### config.mk
export PLATFORM = sky130hd
export DESIGN_NAME = epw_cmd_decoder
export DESIGN_NICKNAME = d
export VERILOG_FILES = /design/src/core/epw_pkg.sv /design/src/core/epw_addr_counter.sv /design/src/core/epw_cmd_decoder.sv
export VERILOG_INCLUDE_DIRS = /design/src /design/src/core
export SDC_FILE = /design/constraint.sdc
export NUM_CORES = 1
export LEC_CHECK = 0
export ABC_CLOCK_PERIOD_IN_PS = 4100
export BUFFER_PORTS_ARGS = -buffer_cell sky130_fd_sc_hd__buf_2
export CAP_MARGIN = 20
export CELL_PAD_IN_SITES_DETAIL_PLACEMENT = 0
export CELL_PAD_IN_SITES_GLOBAL_PLACEMENT = 2
export CORE_MARGIN = 2
export CORE_UTILIZATION = 33
export CTS_CLUSTER_DIAMETER = 100
export DETAILED_ROUTE_END_ITERATION = 8
export GPL_TIMING_DRIVEN = 0
export PLACE_DENSITY_LB_ADDON = 0.1
export SLEW_MARGIN = 10
export SYNTH_ARGS = -nofsm -noshare
export SYNTH_HDL_FRONTEND = slang
export SYNTH_SLANG_ARGS = --single-unit
### constraint.sdc
create_clock -name core_clk -period 4.1 [get_ports core_clk]
set_clock_uncertainty 0.2 [all_clocks]
set_input_delay 0.615 -clock core_clk [delete_from_list [all_inputs] [get_ports core_clk]]
set_output_delay 0.615 -clock core_clk [all_outputs]
set_load 0.02 [all_outputs]
### src/core/epw_consts.svh
`ifndef EPW_CONSTS_SVH
`define EPW_CONSTS_SVH

// command codes
`define EPW_CMD_RAM_WRITE 8'h24
`define EPW_CMD_GATE_WIDTH 8'h3A
`define EPW_CMD_BORDER 8'h3B
`define EPW_CMD_X_WINDOW 8'h44
`define EPW_CMD_Y_WINDOW 8'h45
`define EPW_CMD_X_COUNTER 8'h4E
`define EPW_CMD_Y_COUNTER 8'h4F

// reset values and field layout
`define EPW_GATE_WIDTH_RST 7'h0B
`define EPW_BORDER_RST 8'h01
`define EPW_BORDER_MASK 8'hF3
`define EPW_BORDER_FOLLOW_BIT 7
`define EPW_BORDER_FIX_BIT 6
`define EPW_X_START_RST 5'h00
`define EPW_X_END_RST 5'h0F
`define EPW_Y_START_RST 8'h00
`define EPW_Y_END_RST 8'hF9
`define EPW_X_COUNTER_RST 5'h00
`define EPW_Y_COUNTER_RST 8'h00
`define EPW_CTRL_INIT_STAGE_BIT 0

// register byte offsets
`define EPW_OFS_GATE_WIDTH 8'h00
`define EPW_OFS_BORDER 8'h04
`define EPW_OFS_X_WINDOW 8'h08
`define EPW_OFS_Y_WINDOW 8'h0C
`define EPW_OFS_ADDR_COUNTER 8'h10
`define EPW_OFS_STATUS 8'h14
`define EPW_OFS_CTRL 8'h18

// bus responses
`define EPW_RESP_OKAY 2'h0
`define EPW_RESP_SLVERR 2'h2

`endif

### src/core/epw_pkg.sv
package epw_pkg;

   typedef enum logic [1:0] {
      PS_IDLE,
      PS_PARAM,
      PS_RAM
   } epw_parse_t;

   typedef enum logic [1:0] {
      BM_TRANSITION,
      BM_FIXED,
      BM_FOLLOW
   } epw_border_mode_t;

   typedef enum logic [2:0] {
      R_GATE,
      R_BORDER,
      R_XWIN,
      R_YWIN,
      R_ADDR,
      R_STATUS,
      R_CTRL,
      R_NONE
   } epw_reg_t;

   typedef struct packed {
      logic valid;
      logic isData;
      logic [7:0] data;
   } epw_host_byte_t;

   typedef struct packed {
      epw_border_mode_t mode;
      logic [1:0] level;
   } epw_border_t;

   typedef struct packed {
      logic en;
      logic [4:0] x;
      logic [7:0] y;
      logic [7:0] data;
   } epw_ram_wr_t;

   typedef struct packed {
      logic [4:0] xStart;
      logic [4:0] xEnd;
      logic [7:0] yStart;
      logic [7:0] yEnd;
   } epw_window_t;

endpackage

### src/core/epw_addr_counter.sv
`timescale 1ns/100ps
`include "epw_consts.svh"

module epw_addr_counter (
   // clock and reset
   input wire logic core_clk,
   input wire logic rst_n,
   // control
   input wire epw_pkg::epw_window_t window,
   input wire logic loadX,
   input wire logic loadY,
   input wire logic [7:0] loadValue,
   input wire logic advance,
   // counter state
   output logic [4:0] xCount,
   output logic [7:0] yCount
);

   logic [4:0] x_q, x_d;
   logic [7:0] y_q, y_d;

   always_comb begin
      x_d = x_q;
      y_d = y_q;
      if (loadX) begin
         x_d = loadValue[4:0];
      end
      if (loadY) begin
         y_d = loadValue;
      end
      // x runs first; reaching the window end wraps x and steps y
      if (advance) begin
         if (x_q == window.xEnd) begin
            x_d = window.xStart;
            y_d = (y_q == window.yEnd) ? window.yStart : y_q + 8'h01;
         end else begin
            x_d = x_q + 5'h01;
         end
      end
   end

   always_ff @(posedge core_clk) begin
      if (!rst_n) begin
         x_q <= `EPW_X_COUNTER_RST;
         y_q <= `EPW_Y_COUNTER_RST;
      end else begin
         x_q <= x_d;
         y_q <= y_d;
      end
   end

   assign xCount = x_q;
   assign yCount = y_q;

endmodule

### src/core/epw_cmd_decoder.sv
`timescale 1ns/100ps
`include "epw_consts.svh"

// Contract
// - 0x3A takes gate width, default 0x0B
// - 0x3B border byte; bit7 follows source initially
// - bit6 picks transition or fixed level
// - bits1:0 pick transition, reset 01
// - 0x44 sets X window, reset 00/0F
// - 0x45 sets Y window, reset 00/F9
// - 0x4E loads X counter, reset zero
// - 0x4F loads Y counter, reset zero
// - RAM data advances pointers until next command
module epw_cmd_decoder (
   // clock and reset
   input wire logic core_clk,
   input wire logic rst_n,
   // received serial bytes
   input wire epw_pkg::epw_host_byte_t hostByte,
   // display side
   input wire logic [1:0] sourceLevel,
   output epw_pkg::epw_border_t borderDriveOutput,
   output epw_pkg::epw_ram_wr_t ramWrite,
   output logic [6:0] gateLineWidth,
   output epw_pkg::epw_window_t window,
   // axi4-lite slave
   input wire logic [7:0] awaddr,
   input wire logic awvalid,
   output logic awready,
   input wire logic [31:0] wdata,
   input wire logic [3:0] wstrb,
   input wire logic wvalid,
   output logic wready,
   output logic [1:0] bresp,
   output logic bvalid,
   input wire logic bready,
   input wire logic [7:0] araddr,
   input wire logic arvalid,
   output logic arready,
   output logic [31:0] rdata,
   output logic [1:0] rresp,
   output logic rvalid,
   input wire logic rready
);

   function automatic epw_pkg::epw_reg_t regSel(input logic [7:0] addr);
      epw_pkg::epw_reg_t sel;
      sel = epw_pkg::R_NONE;
      unique case (addr)
         `EPW_OFS_GATE_WIDTH: sel = epw_pkg::R_GATE;
         `EPW_OFS_BORDER: sel = epw_pkg::R_BORDER;
         `EPW_OFS_X_WINDOW: sel = epw_pkg::R_XWIN;
         `EPW_OFS_Y_WINDOW: sel = epw_pkg::R_YWIN;
         `EPW_OFS_ADDR_COUNTER: sel = epw_pkg::R_ADDR;
         `EPW_OFS_STATUS: sel = epw_pkg::R_STATUS;
         `EPW_OFS_CTRL: sel = epw_pkg::R_CTRL;
         default: sel = epw_pkg::R_NONE;
      endcase
      return sel;
   endfunction

   ////////////////////////////////////////////////////////////////////////////
   // command parser state

   epw_pkg::epw_parse_t state_q, state_d;
   logic [7:0] cmd_q, cmd_d;
   logic [1:0] paramIdx_q, paramIdx_d;
   logic [6:0] gate_q, gate_d;
   logic [7:0] border_q, border_d;
   epw_pkg::epw_window_t win_q, win_d;
   epw_pkg::epw_ram_wr_t ramWr_q, ramWr_d;
   logic loadX, loadY, advance;
   logic [4:0] xCount;
   logic [7:0] yCount;

   always_comb begin
      state_d = state_q;
      cmd_d = cmd_q;
      paramIdx_d = paramIdx_q;
      gate_d = gate_q;
      border_d = border_q;
      win_d = win_q;
      ramWr_d = '0;
      loadX = 1'b0;
      loadY = 1'b0;
      advance = 1'b0;
      if (hostByte.valid && !hostByte.isData) begin
         // any command ends a ram write burst
         cmd_d = hostByte.data;
         paramIdx_d = 2'd0;
         state_d = (hostByte.data == `EPW_CMD_RAM_WRITE) ?
            epw_pkg::PS_RAM : epw_pkg::PS_PARAM;
      end else if (hostByte.valid) begin
         unique case (state_q)
            epw_pkg::PS_RAM: begin
               ramWr_d.en = 1'b1;
               ramWr_d.x = xCount;
               ramWr_d.y = yCount;
               ramWr_d.data = hostByte.data;
               advance = 1'b1;
            end
            epw_pkg::PS_PARAM: begin
               // saturate so surplus parameters fall on no slot
               if (paramIdx_q != 2'd3) begin
                  paramIdx_d = paramIdx_q + 2'd1;
               end
               unique case (cmd_q)
                  `EPW_CMD_GATE_WIDTH: begin
                     if (paramIdx_q == 2'd0) begin
                        gate_d = hostByte.data[6:0];
                     end
                  end
                  `EPW_CMD_BORDER: begin
                     if (paramIdx_q == 2'd0) begin
                        border_d = hostByte.data & `EPW_BORDER_MASK;
                     end
                  end
                  `EPW_CMD_X_WINDOW: begin
                     if (paramIdx_q == 2'd0) begin
                        win_d.xStart = hostByte.data[4:0];
                     end else if (paramIdx_q == 2'd1) begin
                        win_d.xEnd = hostByte.data[4:0];
                     end
                  end
                  `EPW_CMD_Y_WINDOW: begin
                     if (paramIdx_q == 2'd0) begin
                        win_d.yStart = hostByte.data;
                     end else if (paramIdx_q == 2'd1) begin
                        win_d.yEnd = hostByte.data;
                     end
                  end
                  `EPW_CMD_X_COUNTER: begin
                     loadX = (paramIdx_q == 2'd0);
                  end
                  `EPW_CMD_Y_COUNTER: begin
                     loadY = (paramIdx_q == 2'd0);
                  end
                  default: begin
                     // commands outside this block: parameters dropped
                  end
               endcase
            end
            default: begin
               // data before any command is ignored
            end
         endcase
      end
   end

   always_ff @(posedge core_clk) begin
      if (!rst_n) begin
         state_q <= epw_pkg::PS_IDLE;
         cmd_q <= 8'h00;
         paramIdx_q <= 2'd0;
         gate_q <= `EPW_GATE_WIDTH_RST;
         border_q <= `EPW_BORDER_RST;
         win_q.xStart <= `EPW_X_START_RST;
         win_q.xEnd <= `EPW_X_END_RST;
         win_q.yStart <= `EPW_Y_START_RST;
         win_q.yEnd <= `EPW_Y_END_RST;
         ramWr_q <= '0;
      end else begin
         state_q <= state_d;
         cmd_q <= cmd_d;
         paramIdx_q <= paramIdx_d;
         gate_q <= gate_d;
         border_q <= border_d;
         win_q <= win_d;
         ramWr_q <= ramWr_d;
      end
   end

   epw_addr_counter addrCounter (
      .core_clk(core_clk),
      .rst_n(rst_n),
      .window(win_q),
      .loadX(loadX),
      .loadY(loadY),
      .loadValue(hostByte.data),
      .advance(advance),
      .xCount(xCount),
      .yCount(yCount)
   );

   ////////////////////////////////////////////////////////////////////////////
   // border drive selection

   logic ctrlInit_q, ctrlInit_d;
   epw_pkg::epw_border_t bd_q, bd_d;

   always_comb begin
      if (ctrlInit_q && border_q[`EPW_BORDER_FOLLOW_BIT]) begin
         // low bits are overridden for the initial stage only
         bd_d.mode = epw_pkg::BM_FOLLOW;
         bd_d.level = sourceLevel;
      end else if (border_q[`EPW_BORDER_FIX_BIT]) begin
         bd_d.mode = epw_pkg::BM_FIXED;
         bd_d.level = border_q[5:4];
      end else begin
         bd_d.mode = epw_pkg::BM_TRANSITION;
         bd_d.level = border_q[1:0];
      end
   end

   always_ff @(posedge core_clk) begin
      if (!rst_n) begin
         bd_q.mode <= epw_pkg::BM_TRANSITION;
         bd_q.level <= 2'(`EPW_BORDER_RST);
      end else begin
         bd_q <= bd_d;
      end
   end

   ////////////////////////////////////////////////////////////////////////////
   // axi4-lite slave

   logic awHeld_q, awHeld_d, wHeld_q, wHeld_d;
   logic [7:0] awAddr_q, awAddr_d;
   logic [31:0] wData_q, wData_d;
   logic [3:0] wStrb_q, wStrb_d;
   logic bvalid_q, bvalid_d, rvalid_q, rvalid_d;
   logic [1:0] bresp_q, bresp_d, rresp_q, rresp_d;
   logic [31:0] rdata_q, rdata_d;
   epw_pkg::epw_reg_t rSel;

   assign awready = !awHeld_q && !bvalid_q;
   assign wready = !wHeld_q && !bvalid_q;
   assign arready = !rvalid_q;
   assign rSel = regSel(araddr);

   always_comb begin
      awHeld_d = awHeld_q;
      wHeld_d = wHeld_q;
      awAddr_d = awAddr_q;
      wData_d = wData_q;
      wStrb_d = wStrb_q;
      bvalid_d = bvalid_q && !bready;
      bresp_d = bresp_q;
      ctrlInit_d = ctrlInit_q;
      if (awvalid && awready) begin
         awHeld_d = 1'b1;
         awAddr_d = awaddr;
      end
      if (wvalid && wready) begin
         wHeld_d = 1'b1;
         wData_d = wdata;
         wStrb_d = wstrb;
      end
      // only ctrl is writable; settings belong to the command stream
      if (awHeld_q && wHeld_q && !bvalid_q) begin
         awHeld_d = 1'b0;
         wHeld_d = 1'b0;
         bvalid_d = 1'b1;
         if (regSel(awAddr_q) == epw_pkg::R_CTRL) begin
            bresp_d = `EPW_RESP_OKAY;
            if (wStrb_q[0]) begin
               ctrlInit_d = wData_q[`EPW_CTRL_INIT_STAGE_BIT];
            end
         end else begin
            bresp_d = `EPW_RESP_SLVERR;
         end
      end
   end

   always_comb begin
      rvalid_d = rvalid_q && !rready;
      rdata_d = rdata_q;
      rresp_d = rresp_q;
      if (arvalid && arready) begin
         rvalid_d = 1'b1;
         rresp_d = `EPW_RESP_OKAY;
         rdata_d = 32'h0000_0000;
         unique case (rSel)
            epw_pkg::R_GATE: rdata_d[6:0] = gate_q;
            epw_pkg::R_BORDER: rdata_d[7:0] = border_q;
            epw_pkg::R_XWIN: rdata_d[12:0] = {win_q.xEnd, 3'b000, win_q.xStart};
            epw_pkg::R_YWIN: rdata_d[15:0] = {win_q.yEnd, win_q.yStart};
            epw_pkg::R_ADDR: rdata_d[15:0] = {yCount, 3'b000, xCount};
            epw_pkg::R_STATUS: rdata_d[15:0] = {cmd_q, 6'b00_0000, state_q};
            epw_pkg::R_CTRL: rdata_d[0] = ctrlInit_q;
            epw_pkg::R_NONE: rresp_d = `EPW_RESP_SLVERR;
         endcase
      end
   end

   always_ff @(posedge core_clk) begin
      if (!rst_n) begin
         awHeld_q <= 1'b0;
         wHeld_q <= 1'b0;
         awAddr_q <= 8'h00;
         wData_q <= 32'h0000_0000;
         wStrb_q <= 4'h0;
         bvalid_q <= 1'b0;
         bresp_q <= `EPW_RESP_OKAY;
         ctrlInit_q <= 1'b0;
         rvalid_q <= 1'b0;
         rresp_q <= `EPW_RESP_OKAY;
         rdata_q <= 32'h0000_0000;
      end else begin
         awHeld_q <= awHeld_d;
         wHeld_q <= wHeld_d;
         awAddr_q <= awAddr_d;
         wData_q <= wData_d;
         wStrb_q <= wStrb_d;
         bvalid_q <= bvalid_d;
         bresp_q <= bresp_d;
         ctrlInit_q <= ctrlInit_d;
         rvalid_q <= rvalid_d;
         rresp_q <= rresp_d;
         rdata_q <= rdata_d;
      end
   end

   ////////////////////////////////////////////////////////////////////////////
   // outputs

   assign bvalid = bvalid_q;
   assign bresp = bresp_q;
   assign rvalid = rvalid_q;
   assign rresp = rresp_q;
   assign rdata = rdata_q;
   assign borderDriveOutput = bd_q;
   assign ramWrite = ramWr_q;
   assign gateLineWidth = gate_q;
   assign window = win_q;

endmodule

==> flow_metrics.tcl <==
set metrics [dict create \
    yosysWarnings 0 \
    drive_above_1_share_pct 24.5 \
    grt_antenna_before_repair 0 \
    finalSetupViolCount 0 \
    wirelength_um 18400 \
    initial_core_util_pct 33.4 \
    status "finished clean" \
    cts_tree "done" \
    power_mw 3.04 \
    fp.dieW_um 136 \
    async_reset_ff_share_pct 0 \
    pre_cts_ws_ns 1.39 \
    worst_ep_required_time_ns 4.17 \
    synthCells 599 \
    fill_cells 1697 \
    vias 4859 \
    crit_path_start_kind "flop" \
    fin_setup_tns_ns 0 \
    crit_family "simple AND/OR/NAND/NOR gates" \
    grt_pass1_wl_um 27700 \
    postRouteAntennaNets 0 \
    dp_hpwl_um 13900 \
    drc 0 \
    gr-total-overflow 0 \
    post_cts_resized 0 \
    swShare_pct 23.8 \
    slew_violations 0 \
    worstPathArrival_ns 2.83 \
    comb_power_share_pct 6.5 \
    grt_pass1_vias 4708 \
    setup_ws_ns 1.34 \
    min_period_ns 2.76 \
    worstPathCellList "clkbuf_1 > xor2_1 > nor4_1 > nand2_1 > mux2i_1 > o22ai_1" \
    clk_path_buf_depth 2 \
    p_int_mw 2.32 \
    rsz0062_at_grt "no" \
    crit_path_end_kind "flop" \
    ys_types 49 \
    cap_violations 0 \
    power.density_nw_per_um2 418 \
    layout.nets 825 \
    worst_slew_pin_slew_ns 0.785 \
    clock.fmax_mhz 363 \
    antennaDiodeCount 0 \
    place_area_um2 6630 \
    cts_made_buffers 17 \
    clkTransAtPathRegs_ns 0.06 \
    cts_root_buffer "clkbuf_16" \
    critPathSlowestCell "nor4_1" \
    p_leak_nw 3.35 \
    num_io_pins 171 \
    seqPwrFrac_pct 40.3 \
    coreArea_um2 17100 \
    synth_edf_count 0 \
    portBuffers 114 \
    power_frac_clock_pct 53.2 \
    hp-class "in2reg" \
    wl_per_cell_um 18.7 \
    cts_sinks 123 \
    synth_area_um2 5720 \
    final-hold-violation-count 0 \
    ys_ff_latch 123 \
    slew_headroom_pct 47.2 \
    avgSynthCellArea_um2 9.54 \
    path_class "reg2reg" \
    yosysSeqAreaShare_pct 43.1 \
    area_growth_pct 27.1 \
    ir_worst_vdd_mv 0.284 \
    critPathBufInv 1 \
    row_count 48 \
    die_h_um 136 \
    timing.final.crit_share_pct 67.3 \
    synth-main-ff-cell "dfxtp_1" \
    p_sw_mw 0.724 \
    drt_iter0_drc 252 \
    slowest_delay_ns 0.72 \
    insertion_delay_ns 0.42 \
    grt_max_degree 17 \
    viasPerCell 4.92 \
    cp_max_fo 8 \
    htreeDepth 4 \
    die_area_um2 18400 \
    finalWeightedCongestion 0.845 \
    finish.instance_area_um2 7270 \
    postCtsHoldBufs 0 \
    grt_use_total_pct 20.5 \
    first_pass_iters 5 \
    post_cts_buffers 0 \
]
-- worst register-to-register path, delay by kind of cell, from the launching register on --
kind            cells  cell delay, ns
flops               1            0.33
buf+inv             1            0.40
compound gates      1            0.09
xor+xnor            1            0.13
mux                 1            0.27
simple gates        2            1.19
-- layout make-up --
class / count / area (um2) / area share, %
multi-input cells: 428 / 3000 / 41.2
flip-flops and latches: 123 / 2460 / 33.9
repair buffers: 114 / 571 / 7.85
clock buffers: 18 / 439 / 6.04
plain buffers: 56 / 288 / 3.96
well taps: 225 / 282 / 3.87
clock inverters: 14 / 195 / 2.69
inverters: 9 / 33.8 / 0.465
-- kinds of logic (layout without fill, tap and decap cells) --
family          after synthesis  count (layout)  share of synthesized area (%)
compound gates               84              84                           10.6
xor+xnor                     23              23                           3.52
fa+ha+maj                     5               5                           1.09
buf+inv                      65             211                           5.63
flops                       123             123                           43.1
mux                          86              86                           15.6
other cells                   1              18                         0.0656
simple gates                212             212                           20.4
-- cell usage after synthesis (4+ instances only) --
cell      count  share of area, %
o22ai_1      18               2.0
xnor2_1      10               1.5
a32oi_1       4              0.61
and3_1       27               3.0
inv_1         9              0.59
a32o_1        5              0.88
ha_1          5               1.1
nor2_1       12              0.79
nand3_1      30               2.6
nand2_1      80               5.3
a22oi_1       4              0.53
nor2b_1      29               3.2
a21boi_0     33               4.3
clkbuf_1     29               1.9
buf_4        18               2.4
mux2i_1      80                14
o21ai_0       9              0.79
dfxtp_1     123                43
xor2_1       13               2.0
buf_2         8              0.70
mux2_2        4              0.79
-- sequential cells by signal, summed over array words and instances (netlist names), 5 cells and up --
| register | count |
|---|---|
| addrCounter.xCount | 5 |
| addrCounter.yCount | 8 |
| awAddr_q | 8 |
| border_q | 6 |
| cmd_q | 8 |
| gateLineWidth | 7 |
| ramWrite | 22 |
| rdata | 16 |
| window | 26 |
-- power groups by stage --
stage | Sequential [mW] | Clock, mW | Combinational (mW)
after floorplan | 1.25 | 0 | 0.124
after global placement | 1.25 | 0 | 0.197
after detailed placement | 1.25 | 0 | 0.198
after CTS | 1.23 | 1.64 | 0.199
after global routing | 1.23 | 1.70 | 0.216
final | 1.23 | 1.62 | 0.197
-- final timing paths --
path | depth (start not counted) | end | startpoint | slack (ns)
hold reg to reg | 2 | awAddr_q[7]$_SDFFE_PN0P_ | awAddr_q[7]$_SDFFE_PN0P_ | 0.26
hold / removal | 3 | borderDriveOutput[0]$_SDFF_PN1_ | sourceLevel[0] | 0.23
setup / recovery | 6 | addrCounter.yCount[6]$_SDFF_PN0_ | addrCounter.yCount[0]$_SDFF_PN0_ | 1.34
setup reg to reg | 6 | addrCounter.yCount[6]$_SDFF_PN0_ | addrCounter.yCount[0]$_SDFF_PN0_ | 1.34
-- layer usage --
layer	vias to the layer above	track usage, %	wire, um
li1	2390	-	-
met1	2285	26.1	8400
met2	157	33.8	8650
met3	27	4.53	961
met4	0	7.87	404
met5	-	0	0
-- metrics by stage --
step                hold slack, ns  cells  util, %
floorplan                    0.238    616        -
global placement             0.250    955     38.7
detailed placement           0.257    955     38.7
CTS                          0.218    987     42.4
global route                 0.219    987     42.4
finish                       0.229    987     42.4
-- cell usage in the layout, fill, tap and decap left out, drive strengths merged, types with 5 or more instances in the layout --
cell,instances
nand3,31
and3,27
clkinv,5
nor2,12
conb,18
xor2,13
xnor2,10
o21ai,10
dfxtp,123
clkbuf,47
ha,5
a32o,5
mux2i,80
inv,10
o22ai,18
nor3,5
nor2b,29
nand2,80
a21boi,33
buf,141
(Power assumes the default switching activity.)
